[src/design/dkic_pkg.sv]
// Purpose: Shared constants and types of the drive keypad and input control block
// Assumes: 40 MHz core clock
// Notes: Times in milliseconds, turned into cycles here
package dkic_pkg;

   // Clock rate and derived timing
   localparam int CLK_KHZ = 40000;
   localparam int DEBOUNCE_MS = 20;
   localparam int DEBOUNCE_CYCLES = DEBOUNCE_MS * CLK_KHZ;
   localparam int REPEAT_FIRST_MS = 500;
   localparam int REPEAT_FIRST_CYCLES = REPEAT_FIRST_MS * CLK_KHZ;
   localparam int REPEAT_SLOW_MS = 250;
   localparam int REPEAT_SLOW_CYCLES = REPEAT_SLOW_MS * CLK_KHZ;
   localparam int REPEAT_FAST_MS = 50;
   localparam int REPEAT_FAST_CYCLES = REPEAT_FAST_MS * CLK_KHZ;
   localparam int FLASH_HALF_MS = 250;
   localparam int FLASH_HALF_CYCLES = FLASH_HALF_MS * CLK_KHZ;
   localparam int TIMER_W = 26;
   localparam logic [3:0] REPEAT_SPEEDUP_COUNT = 4'h8;

   // Key positions within the key vector
   localparam int NUM_KEYS = 8;
   localparam int KEY_ESCAPE = 0;
   localparam int KEY_SELECT = 1;
   localparam int KEY_UP = 2;
   localparam int KEY_DOWN = 3;
   localparam int KEY_ENTER = 4;
   localparam int KEY_REVERSE = 5;
   localparam int KEY_START = 6;
   localparam int KEY_STOP = 7;
   localparam logic [7:0] REPEAT_KEYS = 8'h0c;

   // Control source selector values
   localparam logic [3:0] CSRC_THREE_WIRE = 4'h0;
   localparam logic [3:0] CSRC_TWO_WIRE = 4'h1;
   localparam logic [3:0] CSRC_KEYPAD = 4'h2;
   localparam logic [3:0] CSRC_MOMENTARY = 4'h3;
   localparam logic [3:0] CSRC_ACCEL_DECEL = 4'h4;
   localparam logic [3:0] CSRC_ENABLE = 4'h5;
   localparam logic [3:0] CSRC_TERM_SWITCH = 4'h6;
   localparam logic [3:0] CSRC_FREQ_SELECT = 4'h7;
   localparam logic [3:0] CSRC_PRESET = 4'h8;
   localparam logic [3:0] CSRC_PI = 4'h9;
   localparam logic [3:0] RST_CONTROL_SOURCE = 4'h0;

   // Other selector codes
   localparam logic [1:0] FSRC_INTERNAL = 2'h1;
   localparam logic [3:0] RESET_FN_APPLY = 4'h2;
   localparam logic [1:0] STOP_MODE_COAST = 2'h1;

   // Parameter index ranges for the display and program lists
   localparam logic [6:0] DISP_FIRST = 7'h01;
   localparam logic [6:0] DISP_LAST = 7'h13;
   localparam logic [6:0] PROG_FIRST = 7'h1e;
   localparam logic [6:0] PROG_LAST = 7'h54;

   // Keypad panel states, Gray along display, program, edit
   typedef enum logic [1:0] {
      PANEL_DISPLAY = 2'b00,
      PANEL_PROGRAM = 2'b01,
      PANEL_EDIT = 2'b11
   } dkic_panel_e;

   typedef struct packed {
      logic stop;
      logic start;
      logic reverse;
      logic enter;
      logic down;
      logic up;
      logic select;
      logic escape;
   } dkic_keys_s;

   typedef struct packed {
      logic [15:0] accel;
      logic [15:0] decel;
   } dkic_ramp_s;

   typedef struct packed {
      logic [15:0] preset5;
      logic [15:0] preset4;
      logic [15:0] preset1;
      logic [15:0] preset0;
   } dkic_preset_s;

endpackage

[src/design/dkic_pin_sync.sv]
// Purpose: Two-stage synchroniser for contact and terminal inputs
// Assumes: Inputs are asynchronous levels
// Notes: Nothing reads the first stage except the second stage
`timescale 1ns/100ps
module dkic_pin_sync #(
   parameter int W = 1
) (
   // Clock and reset
   input wire logic core_clk,
   input wire logic nrst,
   // Pins
   input wire logic [W-1:0] pinRaw,
   output logic [W-1:0] pinSync
);

   logic [W-1:0] stage1;

   // Two flops against metastability
   always_ff @(posedge core_clk or negedge nrst) begin
      if (!nrst) begin
         stage1 <= '0;
         pinSync <= '0;
      end else begin
         stage1 <= pinRaw;
         pinSync <= stage1;
      end
   end

endmodule

[src/design/dkic_key_filter.sv]
// Purpose: Debounce, press detection and hold repeat for the keypad keys
// Assumes: Raw key levels are asynchronous, high while pressed
// Notes: Repeat accelerates after a fixed number of repeats
`timescale 1ns/100ps
module dkic_key_filter
   import dkic_pkg::*;
#(
   parameter int DEBOUNCE = DEBOUNCE_CYCLES,
   parameter int REP_FIRST = REPEAT_FIRST_CYCLES,
   parameter int REP_SLOW = REPEAT_SLOW_CYCLES,
   parameter int REP_FAST = REPEAT_FAST_CYCLES
) (
   // Clock and reset
   input wire logic core_clk,
   input wire logic nrst,
   // Keys
   input wire logic [NUM_KEYS-1:0] keyRaw,
   output logic [NUM_KEYS-1:0] keyPress
);

   logic [NUM_KEYS-1:0] keySync;

   dkic_pin_sync #(.W(NUM_KEYS)) u_sync (
      .core_clk(core_clk),
      .nrst(nrst),
      .pinRaw(keyRaw),
      .pinSync(keySync)
   );

   genvar i;
   for (i = 0; i < NUM_KEYS; i++) begin : g_key
      logic stable;
      logic [TIMER_W-1:0] bounceCnt;
      logic [TIMER_W-1:0] holdCnt;
      logic [TIMER_W-1:0] holdLimit;
      logic [3:0] repeats;
      logic holdFire;

      // Limit depends on repeats so far
      assign holdLimit = (repeats == 4'h0) ? TIMER_W'(REP_FIRST - 1) :
                         (repeats >= REPEAT_SPEEDUP_COUNT) ? TIMER_W'(REP_FAST - 1) : TIMER_W'(REP_SLOW - 1);
      assign holdFire = stable && REPEAT_KEYS[i] && (holdCnt == holdLimit);

      // A level must hold the full debounce time
      always_ff @(posedge core_clk or negedge nrst) begin
         if (!nrst) begin
            stable <= 1'b0;
            bounceCnt <= '0;
         end else if (keySync[i] != stable) begin
            if (bounceCnt == TIMER_W'(DEBOUNCE - 1)) begin
               stable <= keySync[i];
               bounceCnt <= '0;
            end else begin
               bounceCnt <= bounceCnt + 1'b1;
            end
         end else begin
            bounceCnt <= '0;
         end
      end

      // Hold timer; only up and down fire from it
      always_ff @(posedge core_clk or negedge nrst) begin
         if (!nrst) begin
            holdCnt <= '0;
            repeats <= 4'h0;
         end else if (!stable) begin
            holdCnt <= '0;
            repeats <= 4'h0;
         end else if (holdFire) begin
            holdCnt <= '0;
            repeats <= (repeats >= REPEAT_SPEEDUP_COUNT) ? repeats : repeats + 1'b1;
         end else begin
            holdCnt <= holdCnt + 1'b1;
         end
      end

      // One pulse per debounced press, plus repeat pulses while up or down is held
      always_ff @(posedge core_clk or negedge nrst) begin
         if (!nrst) begin
            keyPress[i] <= 1'b0;
         end else begin
            keyPress[i] <= (keySync[i] && !stable && bounceCnt == TIMER_W'(DEBOUNCE - 1)) || holdFire; // RULE24
         end
      end
   end

endmodule

[src/design/dkic_core.sv]
// Purpose: Keypad panel, start and direction logic, terminal modes and reference selection
// Assumes: Settings and status on core_clk; pins and keys asynchronous
// Notes: Long times are parameters so a bench can shorten them
//
// Functional notes
// RULE1 - Preset mode ignores analog, uses preset switches
// RULE2 - Aux and low switch pick preset, ramp set
// RULE3 - Preset mode repurposes first, second, aux terminals
// RULE4 - PI mode: aux terminal engages PI control
// RULE5 - Modes 4 to 9: aux activity clears faults
// RULE6 - Frequency source 1 selects internal setpoint
// RULE7 - Keypad starts in display mode
// RULE8 - Display mode views only, never edits
// RULE9 - Escape toggles display and program modes
// RULE10 - Escape during editing cancels the edit
// RULE11 - Select starts editing, indicator flashes
// RULE12 - Up/down step list or value, repeat
// RULE13 - Enter commits value only in program mode
// RULE14 - After commit, indicator steady, not flashing
// RULE15 - One direction indicator lit steady
// RULE16 - Old direction flashes during deceleration
// RULE17 - Reverse key only in keypad mode
// RULE18 - Start key only in keypad mode
// RULE19 - Stop key works in every mode
// RULE20 - Stop key clears a fault halt
// RULE21 - New control source needs reset or power
// RULE22 - Keys accepted only from fitted keypad
// RULE23 - Opening maintained run input stops drive
// RULE24 - Debounced keys, one command per press
`timescale 1ns/100ps
module dkic_core
   import dkic_pkg::*;
#(
   parameter int DEBOUNCE = DEBOUNCE_CYCLES,
   parameter int REP_FIRST = REPEAT_FIRST_CYCLES,
   parameter int REP_SLOW = REPEAT_SLOW_CYCLES,
   parameter int REP_FAST = REPEAT_FAST_CYCLES,
   parameter int FLASH_HALF = FLASH_HALF_CYCLES
) (
   // Clock and reset
   input wire logic core_clk,
   input wire logic nrst,
   // Front keypad
   input wire logic keypadFitted,
   input wire dkic_keys_s keyRaw,
   // Terminal contacts, closed reads high
   input wire logic runFwdTerminal,
   input wire logic runRevTerminal,
   input wire logic presetSwitchLow,
   input wire logic auxControlTerminal,
   // Settings from the parameter store
   input wire logic [3:0] controlSourceSelect,
   input wire logic resetFunctionWrite,
   input wire logic [3:0] resetFunctionSelect,
   input wire logic [1:0] freqSourceSelect,
   input wire logic [1:0] stoppingBehaviourSelect,
   input wire logic [15:0] internalFreqSetpoint,
   input wire logic [15:0] analogFreqRef,
   input wire dkic_preset_s presetFreq,
   input wire dkic_ramp_s rampSetOne,
   input wire dkic_ramp_s rampSetTwo,
   // Drive status
   input wire logic motorRunning,
   input wire logic motorAtZero,
   input wire logic faultActive,
   // Parameter store access
   input wire logic [15:0] paramValue,
   input wire logic paramWritable,
   output logic [6:0] paramIndex,
   output logic [15:0] editValue,
   output logic commitStrobe,
   // Panel indicators
   output dkic_panel_e panelMode,
   output logic programLed,
   output logic fwdLed,
   output logic revLed,
   // Drive commands
   output logic startCmd,
   output logic stopCmd,
   output logic [1:0] stopMode,
   output logic runReverse,
   output logic [15:0] freqRef,
   output dkic_ramp_s rampOut,
   output logic piEnable,
   output logic faultClear,
   output logic analogDisabled,
   output logic [3:0] activeSource
);

   ////////////////////////////////////////////////////////////////////////////
   // Inputs conditioning

   logic [NUM_KEYS-1:0] keyPress;
   logic [4:0] pinSync;
   logic fittedOk;
   logic runFwd, runRev, presetLow, aux, auxLast, runLast;
   logic srcLoaded;
   logic escP, selP, upP, downP, entP, revP, startP, stopP;

   dkic_key_filter #(
      .DEBOUNCE(DEBOUNCE),
      .REP_FIRST(REP_FIRST),
      .REP_SLOW(REP_SLOW),
      .REP_FAST(REP_FAST)
   ) u_keys (
      .core_clk(core_clk),
      .nrst(nrst),
      .keyRaw(keyRaw),
      .keyPress(keyPress)
   );

   dkic_pin_sync #(.W(5)) u_pins (
      .core_clk(core_clk),
      .nrst(nrst),
      .pinRaw({keypadFitted, auxControlTerminal, presetSwitchLow, runRevTerminal, runFwdTerminal}),
      .pinSync(pinSync)
   );

   assign runFwd = pinSync[0];
   assign runRev = pinSync[1];
   assign presetLow = pinSync[2];
   assign aux = pinSync[3];
   assign fittedOk = pinSync[4];

   // A loose or absent keypad produces no commands at all
   assign escP = fittedOk && keyPress[KEY_ESCAPE]; // RULE22
   assign selP = fittedOk && keyPress[KEY_SELECT];
   assign upP = fittedOk && keyPress[KEY_UP];
   assign downP = fittedOk && keyPress[KEY_DOWN];
   assign entP = fittedOk && keyPress[KEY_ENTER];
   assign revP = fittedOk && keyPress[KEY_REVERSE];
   assign startP = fittedOk && keyPress[KEY_START];
   assign stopP = fittedOk && keyPress[KEY_STOP];

   // Mode groups used in several places
   function automatic logic isTwoWire(input logic [3:0] src);
      isTwoWire = (src == CSRC_TWO_WIRE) || (src >= CSRC_ACCEL_DECEL && src <= CSRC_PI);
   endfunction

   function automatic logic auxIsFaultClear(input logic [3:0] src);
      auxIsFaultClear = (src >= CSRC_ACCEL_DECEL) && (src <= CSRC_PI);
   endfunction

   ////////////////////////////////////////////////////////////////////////////
   // Control source latch

   // Loaded after reset or on apply, never from a half-written selector
   always_ff @(posedge core_clk or negedge nrst) begin
      if (!nrst) begin
         activeSource <= RST_CONTROL_SOURCE;
         srcLoaded <= 1'b0;
      end else begin
         srcLoaded <= 1'b1;
         if (!srcLoaded || (resetFunctionWrite && resetFunctionSelect == RESET_FN_APPLY)) begin
            activeSource <= controlSourceSelect; // RULE21
         end
      end
   end

   ////////////////////////////////////////////////////////////////////////////
   // Keypad panel

   logic [TIMER_W-1:0] flashCnt;
   logic flashPhase;
   logic [6:0] firstIdx, lastIdx;

   // Blink timer shared by all indicators
   always_ff @(posedge core_clk or negedge nrst) begin
      if (!nrst) begin
         flashCnt <= '0;
         flashPhase <= 1'b0;
      end else if (flashCnt == TIMER_W'(FLASH_HALF - 1)) begin
         flashCnt <= '0;
         flashPhase <= ~flashPhase;
      end else begin
         flashCnt <= flashCnt + 1'b1;
      end
   end

   assign firstIdx = (panelMode == PANEL_DISPLAY) ? DISP_FIRST : PROG_FIRST;
   assign lastIdx = (panelMode == PANEL_DISPLAY) ? DISP_LAST : PROG_LAST;

   // Panel mode; power-up always lands in display mode
   always_ff @(posedge core_clk or negedge nrst) begin
      if (!nrst) begin
         panelMode <= PANEL_DISPLAY; // RULE7
      end else begin
         unique case (panelMode)
            PANEL_DISPLAY: begin
               if (escP) begin
                  panelMode <= PANEL_PROGRAM; // RULE9
               end
            end
            PANEL_PROGRAM: begin
               if (escP) begin
                  panelMode <= PANEL_DISPLAY; // RULE9
               end else if (selP && paramWritable) begin
                  panelMode <= PANEL_EDIT; // RULE11
               end
            end
            PANEL_EDIT: begin
               if (escP || entP) begin
                  panelMode <= PANEL_PROGRAM; // RULE10
               end
            end
            default: begin
               panelMode <= PANEL_DISPLAY;
            end
         endcase
      end
   end

   // List stepping wraps inside the range of the current mode
   always_ff @(posedge core_clk or negedge nrst) begin
      if (!nrst) begin
         paramIndex <= DISP_FIRST;
      end else if (escP && panelMode == PANEL_DISPLAY) begin
         paramIndex <= PROG_FIRST;
      end else if (escP && panelMode == PANEL_PROGRAM) begin
         paramIndex <= DISP_FIRST;
      end else if (panelMode != PANEL_EDIT) begin
         if (upP) begin
            paramIndex <= (paramIndex >= lastIdx) ? firstIdx : paramIndex + 1'b1; // RULE12
         end else if (downP) begin
            paramIndex <= (paramIndex <= firstIdx) ? lastIdx : paramIndex - 1'b1; // RULE12
         end
      end
   end

   // Tracks the store until editing; display never edits
   always_ff @(posedge core_clk or negedge nrst) begin
      if (!nrst) begin
         editValue <= 16'h0000;
      end else if (panelMode == PANEL_EDIT) begin
         if (upP) begin
            editValue <= editValue + 1'b1; // RULE12
         end else if (downP) begin
            editValue <= editValue - 1'b1; // RULE12
         end
      end else begin
         editValue <= paramValue; // RULE8
      end
   end

   // Commit only from editing, reached via program mode
   always_ff @(posedge core_clk or negedge nrst) begin
      if (!nrst) begin
         commitStrobe <= 1'b0;
      end else begin
         commitStrobe <= entP && (panelMode == PANEL_EDIT) && !escP; // RULE13
      end
   end

   // Steady in program mode, flashing while editing
   always_ff @(posedge core_clk or negedge nrst) begin
      if (!nrst) begin
         programLed <= 1'b0;
      end else begin
         unique case (panelMode)
            PANEL_EDIT: programLed <= flashPhase; // RULE11
            PANEL_PROGRAM: programLed <= 1'b1; // RULE14
            default: programLed <= 1'b0;
         endcase
      end
   end

   ////////////////////////////////////////////////////////////////////////////
   // Start, stop and direction

   logic runLevel;
   logic driveReverse;
   logic keypadCtl;
   logic enableOpen;

   assign runLevel = runFwd || runRev;
   assign keypadCtl = (activeSource == CSRC_KEYPAD);
   assign enableOpen = (activeSource == CSRC_ENABLE) && !aux;

   // Edge history of the run inputs and the auxiliary terminal
   always_ff @(posedge core_clk or negedge nrst) begin
      if (!nrst) begin
         runLast <= 1'b0;
         auxLast <= 1'b0;
      end else begin
         runLast <= runLevel;
         auxLast <= aux;
      end
   end

   // Outside keypad control only rising run edges start, so a run must be toggled
   always_ff @(posedge core_clk or negedge nrst) begin
      if (!nrst) begin
         startCmd <= 1'b0;
      end else if (keypadCtl) begin
         startCmd <= startP; // RULE18
      end else if (isTwoWire(activeSource)) begin
         startCmd <= runLevel && !runLast && !enableOpen;
      end else begin
         startCmd <= runLevel && !runLast && aux;
      end
   end

   // Stop key is honoured whatever the control source
   always_ff @(posedge core_clk or negedge nrst) begin
      if (!nrst) begin
         stopCmd <= 1'b0;
      end else begin
         stopCmd <= stopP // RULE19
                    || (isTwoWire(activeSource) && !runLevel && runLast) // RULE23
                    || (enableOpen && auxLast)
                    || (!isTwoWire(activeSource) && !keypadCtl && !aux && auxLast);
      end
   end

   // Open enable forces a coast stop
   always_ff @(posedge core_clk or negedge nrst) begin
      if (!nrst) begin
         stopMode <= 2'h0;
      end else begin
         stopMode <= enableOpen ? STOP_MODE_COAST : stoppingBehaviourSelect; // RULE19
      end
   end

   // Commanded direction; the reverse key is dead outside keypad control
   always_ff @(posedge core_clk or negedge nrst) begin
      if (!nrst) begin
         runReverse <= 1'b0;
      end else if (keypadCtl) begin
         if (revP) begin
            runReverse <= ~runReverse; // RULE17
         end
      end else if (runLevel) begin
         runReverse <= runRev && !runFwd;
      end
   end

   // Actual direction follows once the motor is at zero
   always_ff @(posedge core_clk or negedge nrst) begin
      if (!nrst) begin
         driveReverse <= 1'b0;
      end else if (!motorRunning || motorAtZero) begin
         driveReverse <= runReverse; // RULE17
      end
   end

   // Commanded LED steady, old one flashes while slowing
   always_ff @(posedge core_clk or negedge nrst) begin
      if (!nrst) begin
         fwdLed <= 1'b0;
         revLed <= 1'b0;
      end else if (motorRunning && driveReverse != runReverse) begin
         fwdLed <= runReverse ? flashPhase : 1'b1; // RULE16
         revLed <= runReverse ? 1'b1 : flashPhase; // RULE16
      end else begin
         fwdLed <= !runReverse; // RULE15
         revLed <= runReverse; // RULE15
      end
   end

   // Fault clear from stop key or, in modes 4 to 9, any aux edge
   always_ff @(posedge core_clk or negedge nrst) begin
      if (!nrst) begin
         faultClear <= 1'b0;
      end else begin
         faultClear <= (stopP && faultActive) // RULE20
                       || (auxIsFaultClear(activeSource) && (aux != auxLast)); // RULE5
      end
   end

   ////////////////////////////////////////////////////////////////////////////
   // Reference, ramps and PI

   // Preset mode: low and aux terminals pick speed
   always_ff @(posedge core_clk or negedge nrst) begin
      if (!nrst) begin
         freqRef <= 16'h0000;
         analogDisabled <= 1'b0;
      end else begin
         analogDisabled <= (activeSource == CSRC_PRESET); // RULE1
         if (activeSource == CSRC_PRESET) begin
            unique case ({aux, presetLow}) // RULE2 RULE3
               2'b00: freqRef <= presetFreq.preset0;
               2'b01: freqRef <= presetFreq.preset1;
               2'b10: freqRef <= presetFreq.preset4;
               2'b11: freqRef <= presetFreq.preset5;
            endcase
         end else if (activeSource == CSRC_FREQ_SELECT && aux) begin
            freqRef <= internalFreqSetpoint;
         end else if (activeSource == CSRC_TERM_SWITCH && !aux) begin
            freqRef <= analogFreqRef;
         end else if (freqSourceSelect == FSRC_INTERNAL) begin
            freqRef <= internalFreqSetpoint; // RULE6
         end else begin
            freqRef <= analogFreqRef;
         end
      end
   end

   // In preset and accel/decel modes, aux closed selects the second accel and decel pair
   always_ff @(posedge core_clk or negedge nrst) begin
      if (!nrst) begin
         rampOut <= '0;
      end else if ((activeSource == CSRC_PRESET || activeSource == CSRC_ACCEL_DECEL) && aux) begin
         rampOut <= rampSetTwo; // RULE2
      end else begin
         rampOut <= rampSetOne; // RULE2
      end
   end

   // PI engage follows the aux terminal only in PI mode
   always_ff @(posedge core_clk or negedge nrst) begin
      if (!nrst) begin
         piEnable <= 1'b0;
      end else begin
         piEnable <= (activeSource == CSRC_PI) && aux; // RULE4
      end
   end

endmodule

[config.mk]
export PLATFORM = sky130hd
export DESIGN_NAME = dkic_core
export DESIGN_NICKNAME = d
export VERILOG_FILES = /design/src/design/dkic_pkg.sv /design/src/design/dkic_pin_sync.sv /design/src/design/dkic_key_filter.sv /design/src/design/dkic_core.sv
export SDC_FILE = /design/constraint.sdc
export NUM_CORES = 1
export LEC_CHECK = 0
export BUFFER_PORTS_ARGS = -buffer_cell sky130_fd_sc_hd__buf_2
export CAP_MARGIN = 20
export CORE_MARGIN = 5
export CORE_UTILIZATION = 59
export CTS_CLUSTER_SIZE = 10
export DETAILED_ROUTE_END_ITERATION = 12
export HOLD_SLACK_MARGIN = 0.1
export PLACE_DENSITY = 0.82
export SETUP_SLACK_MARGIN = 0.05
export SYNTH_ARGS = -nofsm -noshare
export SYNTH_HDL_FRONTEND = slang
export SYNTH_SLANG_ARGS = --single-unit
[constraint.sdc]
create_clock -name core_clk -period 10.7 [get_ports core_clk]
set_input_delay 2.14 -clock core_clk [delete_from_list [all_inputs] [get_ports core_clk]]
set_output_delay 2.14 -clock core_clk [all_outputs]
set_load 0.02 [all_outputs]
# Word level (Yosys, flattened, before mapping)
# Cells that the tools add are included.
[totals] reg_bits=430 inputBits=208 output_inout_bits=89 elab_cells=294
[classes] n_addsub=17 order_cmp=6 eq_ne=46 n_mux=65 bitwise=2 n_reduce_logical=102
[ops] op="$mux W26" n=23
[ops] op="$add A26 B1 Y26 const B" n=11
[ops] op="$eq A26 B20 Y1 const B" n=8
[ops] op="$mux W16" n=7
[ops] op="$pmux W16 S4" n=1
[ops] op="$mux W7" n=8
[ops] op="$eq A26 B26 Y1" n=2
[ops] op="$logic_and A1 B1 Y1" n=51
[ops] op="$mux W24" n=2
[ops] op="$mux W32" n=1
[ops] op="$eq A26 B24 Y1 const B" n=1
[ops] op="$mux W4" n=6
[ops] op="$reduce_and A2 Y1" n=12
[ops] op="$logic_not A1 Y1" n=19
[ops] op="$add A16 B1 Y16 const B" n=1
[ops] op="$eq A4 B3 Y1 const B" n=4
[ops] op="$ne A2 B2 Y1 const B" n=8
[ops] op="$sub A16 B1 Y16 const B" n=1
[ops] op="$logic_or A1 B1 Y1" n=12
[ops] op="$mux W2" n=5
[ops] op="$ne A1 B1 Y1" n=10
[ops] op="$mux W1" n=9
[ops] op="$add A4 B1 Y4 const B" n=2
[ops] op="$eq A4 B2 Y1 const B" n=2
[ops] op="other kinds (22)" n=32

# Logic depth before layout (Yosys ltp)
[logic_depth] word_depth=9 depth_mapped=13 depth_no_buf=12

# By module
# Synthesis repeated with hierarchy kept, for this count alone.
[hier_totals] cells_unflattened=2184 area_unflattened_um2=21922.3
[by_module_without_submodules] module="dkic_key_filter" instances=1 cells_per_inst=1489 area_each_um2=14378.8 seq_area_each_um2=7106.8
[by_module_without_submodules] module="dkic_core" instances=1 cells_per_inst=669 area_each_um2=6892.9 seq_area_each_um2=3004.1
[by_module_without_submodules] module="dkic_pin_sync (u_keys.u_sync)" instances=1 cells_per_inst=16 area_each_um2=400.4 seq_area_each_um2=400.4
[by_module_without_submodules] module="dkic_pin_sync (u_pins)" instances=1 cells_per_inst=10 area_each_um2=250.2 seq_area_each_um2=250.2

# Worst setup path before layout
# No wires, ideal clock.
[synth_timing] path_kind="input-to-reg" from="input freqSourceSelect[0]" to="register freqRef[12]" setup_time_ns=0.135 arrival_ns=3.435 required_ns=10.565 path_slack_ns=7.129 cell_stages=6 n_path_buf=1 cell_sequence="nor2b_1 -> a31oi_1 -> o21ai_1 -> buf_2 -> mux2i_1 -> o21ai_0"
[synth_via] elab_chain_cells=5
[synth_rtl] item="start, declared" line="dkic_core.sv:55" rtl="input wire logic [1:0] freqSourceSelect,"
[synth_rtl] item="$eq A2 B1 Y1" line="dkic_core.sv:391" rtl="end else if (freqSourceSelect == FSRC_INTERNAL) begin"
[synth_rtl] item="$mux W16" line="dkic_core.sv:391"
[synth_rtl] item="$mux W16" line="dkic_core.sv:389" rtl="end else if (activeSource == CSRC_TERM_SWITCH && !aux) begin"
[synth_rtl] item="$mux W16" line="dkic_core.sv:387" rtl="end else if (activeSource == CSRC_FREQ_SELECT && aux) begin"
[synth_rtl] item="$mux W16" line="dkic_core.sv:380" rtl="if (activeSource == CSRC_PRESET) begin"
[synth_rtl] item="end signal, assigned" line="dkic_core.sv:388" rtl="freqRef <= internalFreqSetpoint;"
[synth_rtl] item="end signal, assigned" line="dkic_core.sv:390" rtl="freqRef <= analogFreqRef;"
[synth_rtl] item="end signal, assigned" line="dkic_core.sv:392" rtl="freqRef <= internalFreqSetpoint;"
[synth_rtl] item="end, declared" line="dkic_core.sv:82" rtl="output logic [15:0] freqRef,"
# No other way between the ends.
# A chain may end at the register's enable or synchronous reset.

# Worst setup path in the final report
[layout_timing] from="register u_pins.pinSync[4]" to="register editValue[10]"
[layout_via] elab_chain_cells=3
[layout_rtl] item="start, declared" line="dkic_pin_sync.sv:13" rtl="output logic [W-1:0] pinSync"
[layout_rtl] item="start signal, assigned" line="dkic_pin_sync.sv:25" rtl="pinSync <= stage1;"
[layout_rtl] item="$logic_and A1 B1 Y1" line="dkic_core.sv:128" rtl="assign upP = fittedOk && keyPress[KEY_UP];"
[layout_rtl] item="$mux W16" line="dkic_core.sv:235" rtl="if (upP) begin"
[layout_rtl] item="$mux W16" line="dkic_core.sv:234" rtl="end else if (panelMode == PANEL_EDIT) begin"
[layout_rtl] item="end signal, assigned" line="dkic_core.sv:236" rtl="editValue <= editValue + 1'b1;"
[layout_rtl] item="end signal, assigned" line="dkic_core.sv:238" rtl="editValue <= editValue - 1'b1;"
[layout_rtl] item="end signal, assigned" line="dkic_core.sv:241" rtl="editValue <= paramValue;"
[layout_rtl] item="end, declared" line="dkic_core.sv:70" rtl="output logic [15:0] editValue,"
# Parallel ways exist; a longest one is shown, timed or not.

==> reports/metrics.cfg <==
[worst_setup_path]
critical_path_arrival_ps = 4670
cp_max_fo = 22
setup.worst_path.start_class = flop
cp-end-kind = flop
critical-path-max-stage-delay_ps = 690
crit_type = reg2reg
slowest_stage = dfrtp_1
crit_path_frequent_cell = a21o_1
path_cells = and2_1 > clkinv_1 > fa_1 > a21o_1 > a21o_1 > a2111oi_1 > o31a_1 > nor2_1 > a2111o_1 > nand3_1 > a31oi_1
crit_required_ps = 11100

[floorplan]
ios = 297
dieArea_um2 = 39600
fp.dieH_um = 199
core_area_um2 = 35400
start_util = 0.596
num_rows = 69
fp.dieW_um = 199

[global_route]
grt_overflow = 0
grt_max_degree = 188
grt_pass1_wl_mm = 80.8
grt_pass1_vias = 16588
antenna_found_initial = 4
track_usage = 0.245

[yosys]
synth_edf_count = 0
synth-seq-area-share = 0.510
synth.area.top_cells = dfrtp_1, xor2_1, nor2_1
yosysTopAreaCell = dfrtp_1
synthCells = 2094
synth.avg_cell_area_um2 = 10.1
yosys_warnings = 0
ys_ff_latch = 430
syn_nets = 2349
async_flop_share = 1.00
synthFlopType = dfrtp_1
netlist_area_um2 = 21100
synth_top_cell_area_share = 0.509
synth.distinct_cells = 83

[route]
firstDrtPassIters = 6
final_antenna_net_count = 0
drc = 0
vias_per_cell = 5.75
wl_per_cell_um = 17.4
drt_iter0_drc = 1051
wl_mm = 50.1
dr_total_vias = 16525

[placed_design]
dp_slack_ps = 6500
dp_cells = 2799
hpwl_mm = 35.9
numPortBuffers = 296
gp_congestion = 0.894

[sta]
setup_viol = 0
final.setup_skew_ps = 12.8
fin_crit_ps = 4270
rsz0062_at_grt = no
maxSlewHeadroom = 0.291
finalWorstSetupSlack_ps = 6430
period_share = 0.399
tns_ps = 0
fmax_mhz = 234
hold_viol = 0
max_slew.worst_pin.slew_ps = 1060
slew_violations = 0

[run]
maxCapViolCount = 0

[clock_network]
ctsRootBufferMaster = clkbuf_16
cts-buffers-inserted = 49
cts-resized-gates = 0
cts_tree = done
clockBufferDepth = 3
clk_pin_slew_ps = 60
cts_setup_buffers = 0
hold_buffers = 0
clk_latency_ps = 550
htree_levels = 2
cts_sinks = 430

[worst_hold_path]
min_path_type = reg2reg

[cells_and_area]
nets = 2647
layout.cells.non_filler = 2872
area_delta_synth_final_pct = 15.6
num-fill-cells = 2580
layout_commonest_cell = dfrtp_1
drive_gt1_frac = 0.187
regArea_um2 = 10800
multiInputGateArea_um2 = 9860
final_cell_mix = dfrtp_1, nor2_1, buf_2

[power_and_ir_drop]
p_leak_nw = 11.1
p_per_area_nw_per_um2 = 139
ir_drop_uv = 116

[outcome]
status = complete, no violations

[path summary, 6_finish.rpt]
check / from / to / slack [ps] / cells past startpoint
worst max-delay path: u_pins.pinSync[4] / editValue[10] / 6430 / 11
worst min-delay path: u_keys.u_sync.stage1[2] / u_keys.u_sync.pinSync[2] / 340 / 0
worst max register to register: u_pins.pinSync[4] / editValue[10] / 6430 / 11
worst min register to register: u_keys.u_sync.stage1[2] / u_keys.u_sync.pinSync[2] / 340 / 0
max in group asynchronous: nrst / rampOut[19] / 7670 / 2
min in group asynchronous: nrst / u_keys.g_key[0].bounceCnt[5] / 1620 / 1
[kinds of logic (layout without fill, tap and decap cells)]
family | Yosys count | after routing | share of synthesized area
simple gates | 953 | 953 | 0.215
xor+xnor | 271 | 271 | 0.113
other cells | 1 | 5 | 0.000178
flops | 430 | 430 | 0.510
buf+inv | 120 | 433 | 0.0228
fa+ha+maj | 47 | 47 | 0.0282
compound gates | 185 | 185 | 0.0571
mux | 87 | 87 | 0.0537
[critical path: cells and delay by family (launching register included)]
| kind | cells | cell delay, ps |
|---|---|---|
| AOI/OAI and AO/OA | 6 | 1650 |
| DFF | 1 | 690 |
| adders and majority gates | 1 | 680 |
| buffers and inverters | 1 | 610 |
| and+or+nand+nor | 3 | 490 |
[report_power, final]
group | internal [mW] | switching, mW | leakage [nW] | total, mW
Clock | 0.836 | 0.600 | 0.643 | 1.44
Sequential | 1.67 | 0.0316 | 5.73 | 1.70
Combinational | 0.100 | 0.152 | 4.76 | 0.252
Total | 2.60 | 0.783 | 11.1 | 3.39
[metal layers]
layer	share of wire	GRT usage	up-vias	routed length [um]
met4	0.037	0.0973	0	1860
met1	0.41	0.318	8151	20300
met5	0	0	-	0
met2	0.49	0.410	491	24600
met3	0.067	0.0467	116	3340
li1	-	-	7767	-
[sequential cells by signal (all words and copies together), names as in the netlist, 16 cells and up]
signal and cells:
editValue 16, flashCnt 26, freqRef 16, rampOut 32, u_keys.g_key.bounceCnt 208, u_keys.g_key.holdCnt 52
[final cells by class]
class                      instances  area share
inverter                          61     0.00939
tap                              461      0.0237
antenna                            4    0.000410
multi-input combinational       1544       0.404
clock inverter                     2    0.000718
sequential                       430       0.441
clock buffer                      64      0.0534
timing repair buffer             306      0.0667
[Yosys cell counts (5+ instances only)]
| cell | n |
|---|---|
| dfrtp_1 | 429 |
| nor2_1 | 364 |
| xor2_1 | 172 |
| nand2_1 | 160 |
| nand3_1 | 140 |
| xnor2_1 | 99 |
| and3_1 | 62 |
| inv_1 | 56 |
| a21oi_1 | 52 |
| mux2_2 | 49 |
| o21ai_0 | 48 |
| ha_1 | 46 |
| nor3_1 | 38 |
| nand4_1 | 36 |
| nor4_1 | 36 |
| clkbuf_1 | 35 |
| nor2b_1 | 24 |
| mux2i_1 | 22 |
| or3_1 | 18 |
| mux4_2 | 16 |
| and2_1 | 15 |
| and4_1 | 14 |
| buf_2 | 14 |
| a21o_1 | 10 |
| a31oi_1 | 10 |
| nor4b_1 | 9 |
| or2_2 | 9 |
| buf_1 | 7 |
| nand2b_1 | 6 |
| o21a_1 | 5 |
| o21ai_1 | 5 |
[stage by stage]
| stage | hold slack (ps) | total power, mW | cell area [um^2] | util |
|---|---|---|---|---|
| 6_report | 345 | 3.39 | 24400 | 0.689 |
| 5_1_grt | 358 | 3.51 | 24400 | 0.689 |
| 4_1_cts | 345 | 3.42 | 24300 | 0.687 |
| 3_5_place_dp | 337 | 1.97 | 23000 | 0.649 |
| 3_3_place_gp | 334 | 1.97 | 23000 | 0.649 |
| 2_1_floorplan | 331 | 1.84 | 21100 | - |
Power figures use the tool's default switching activity.
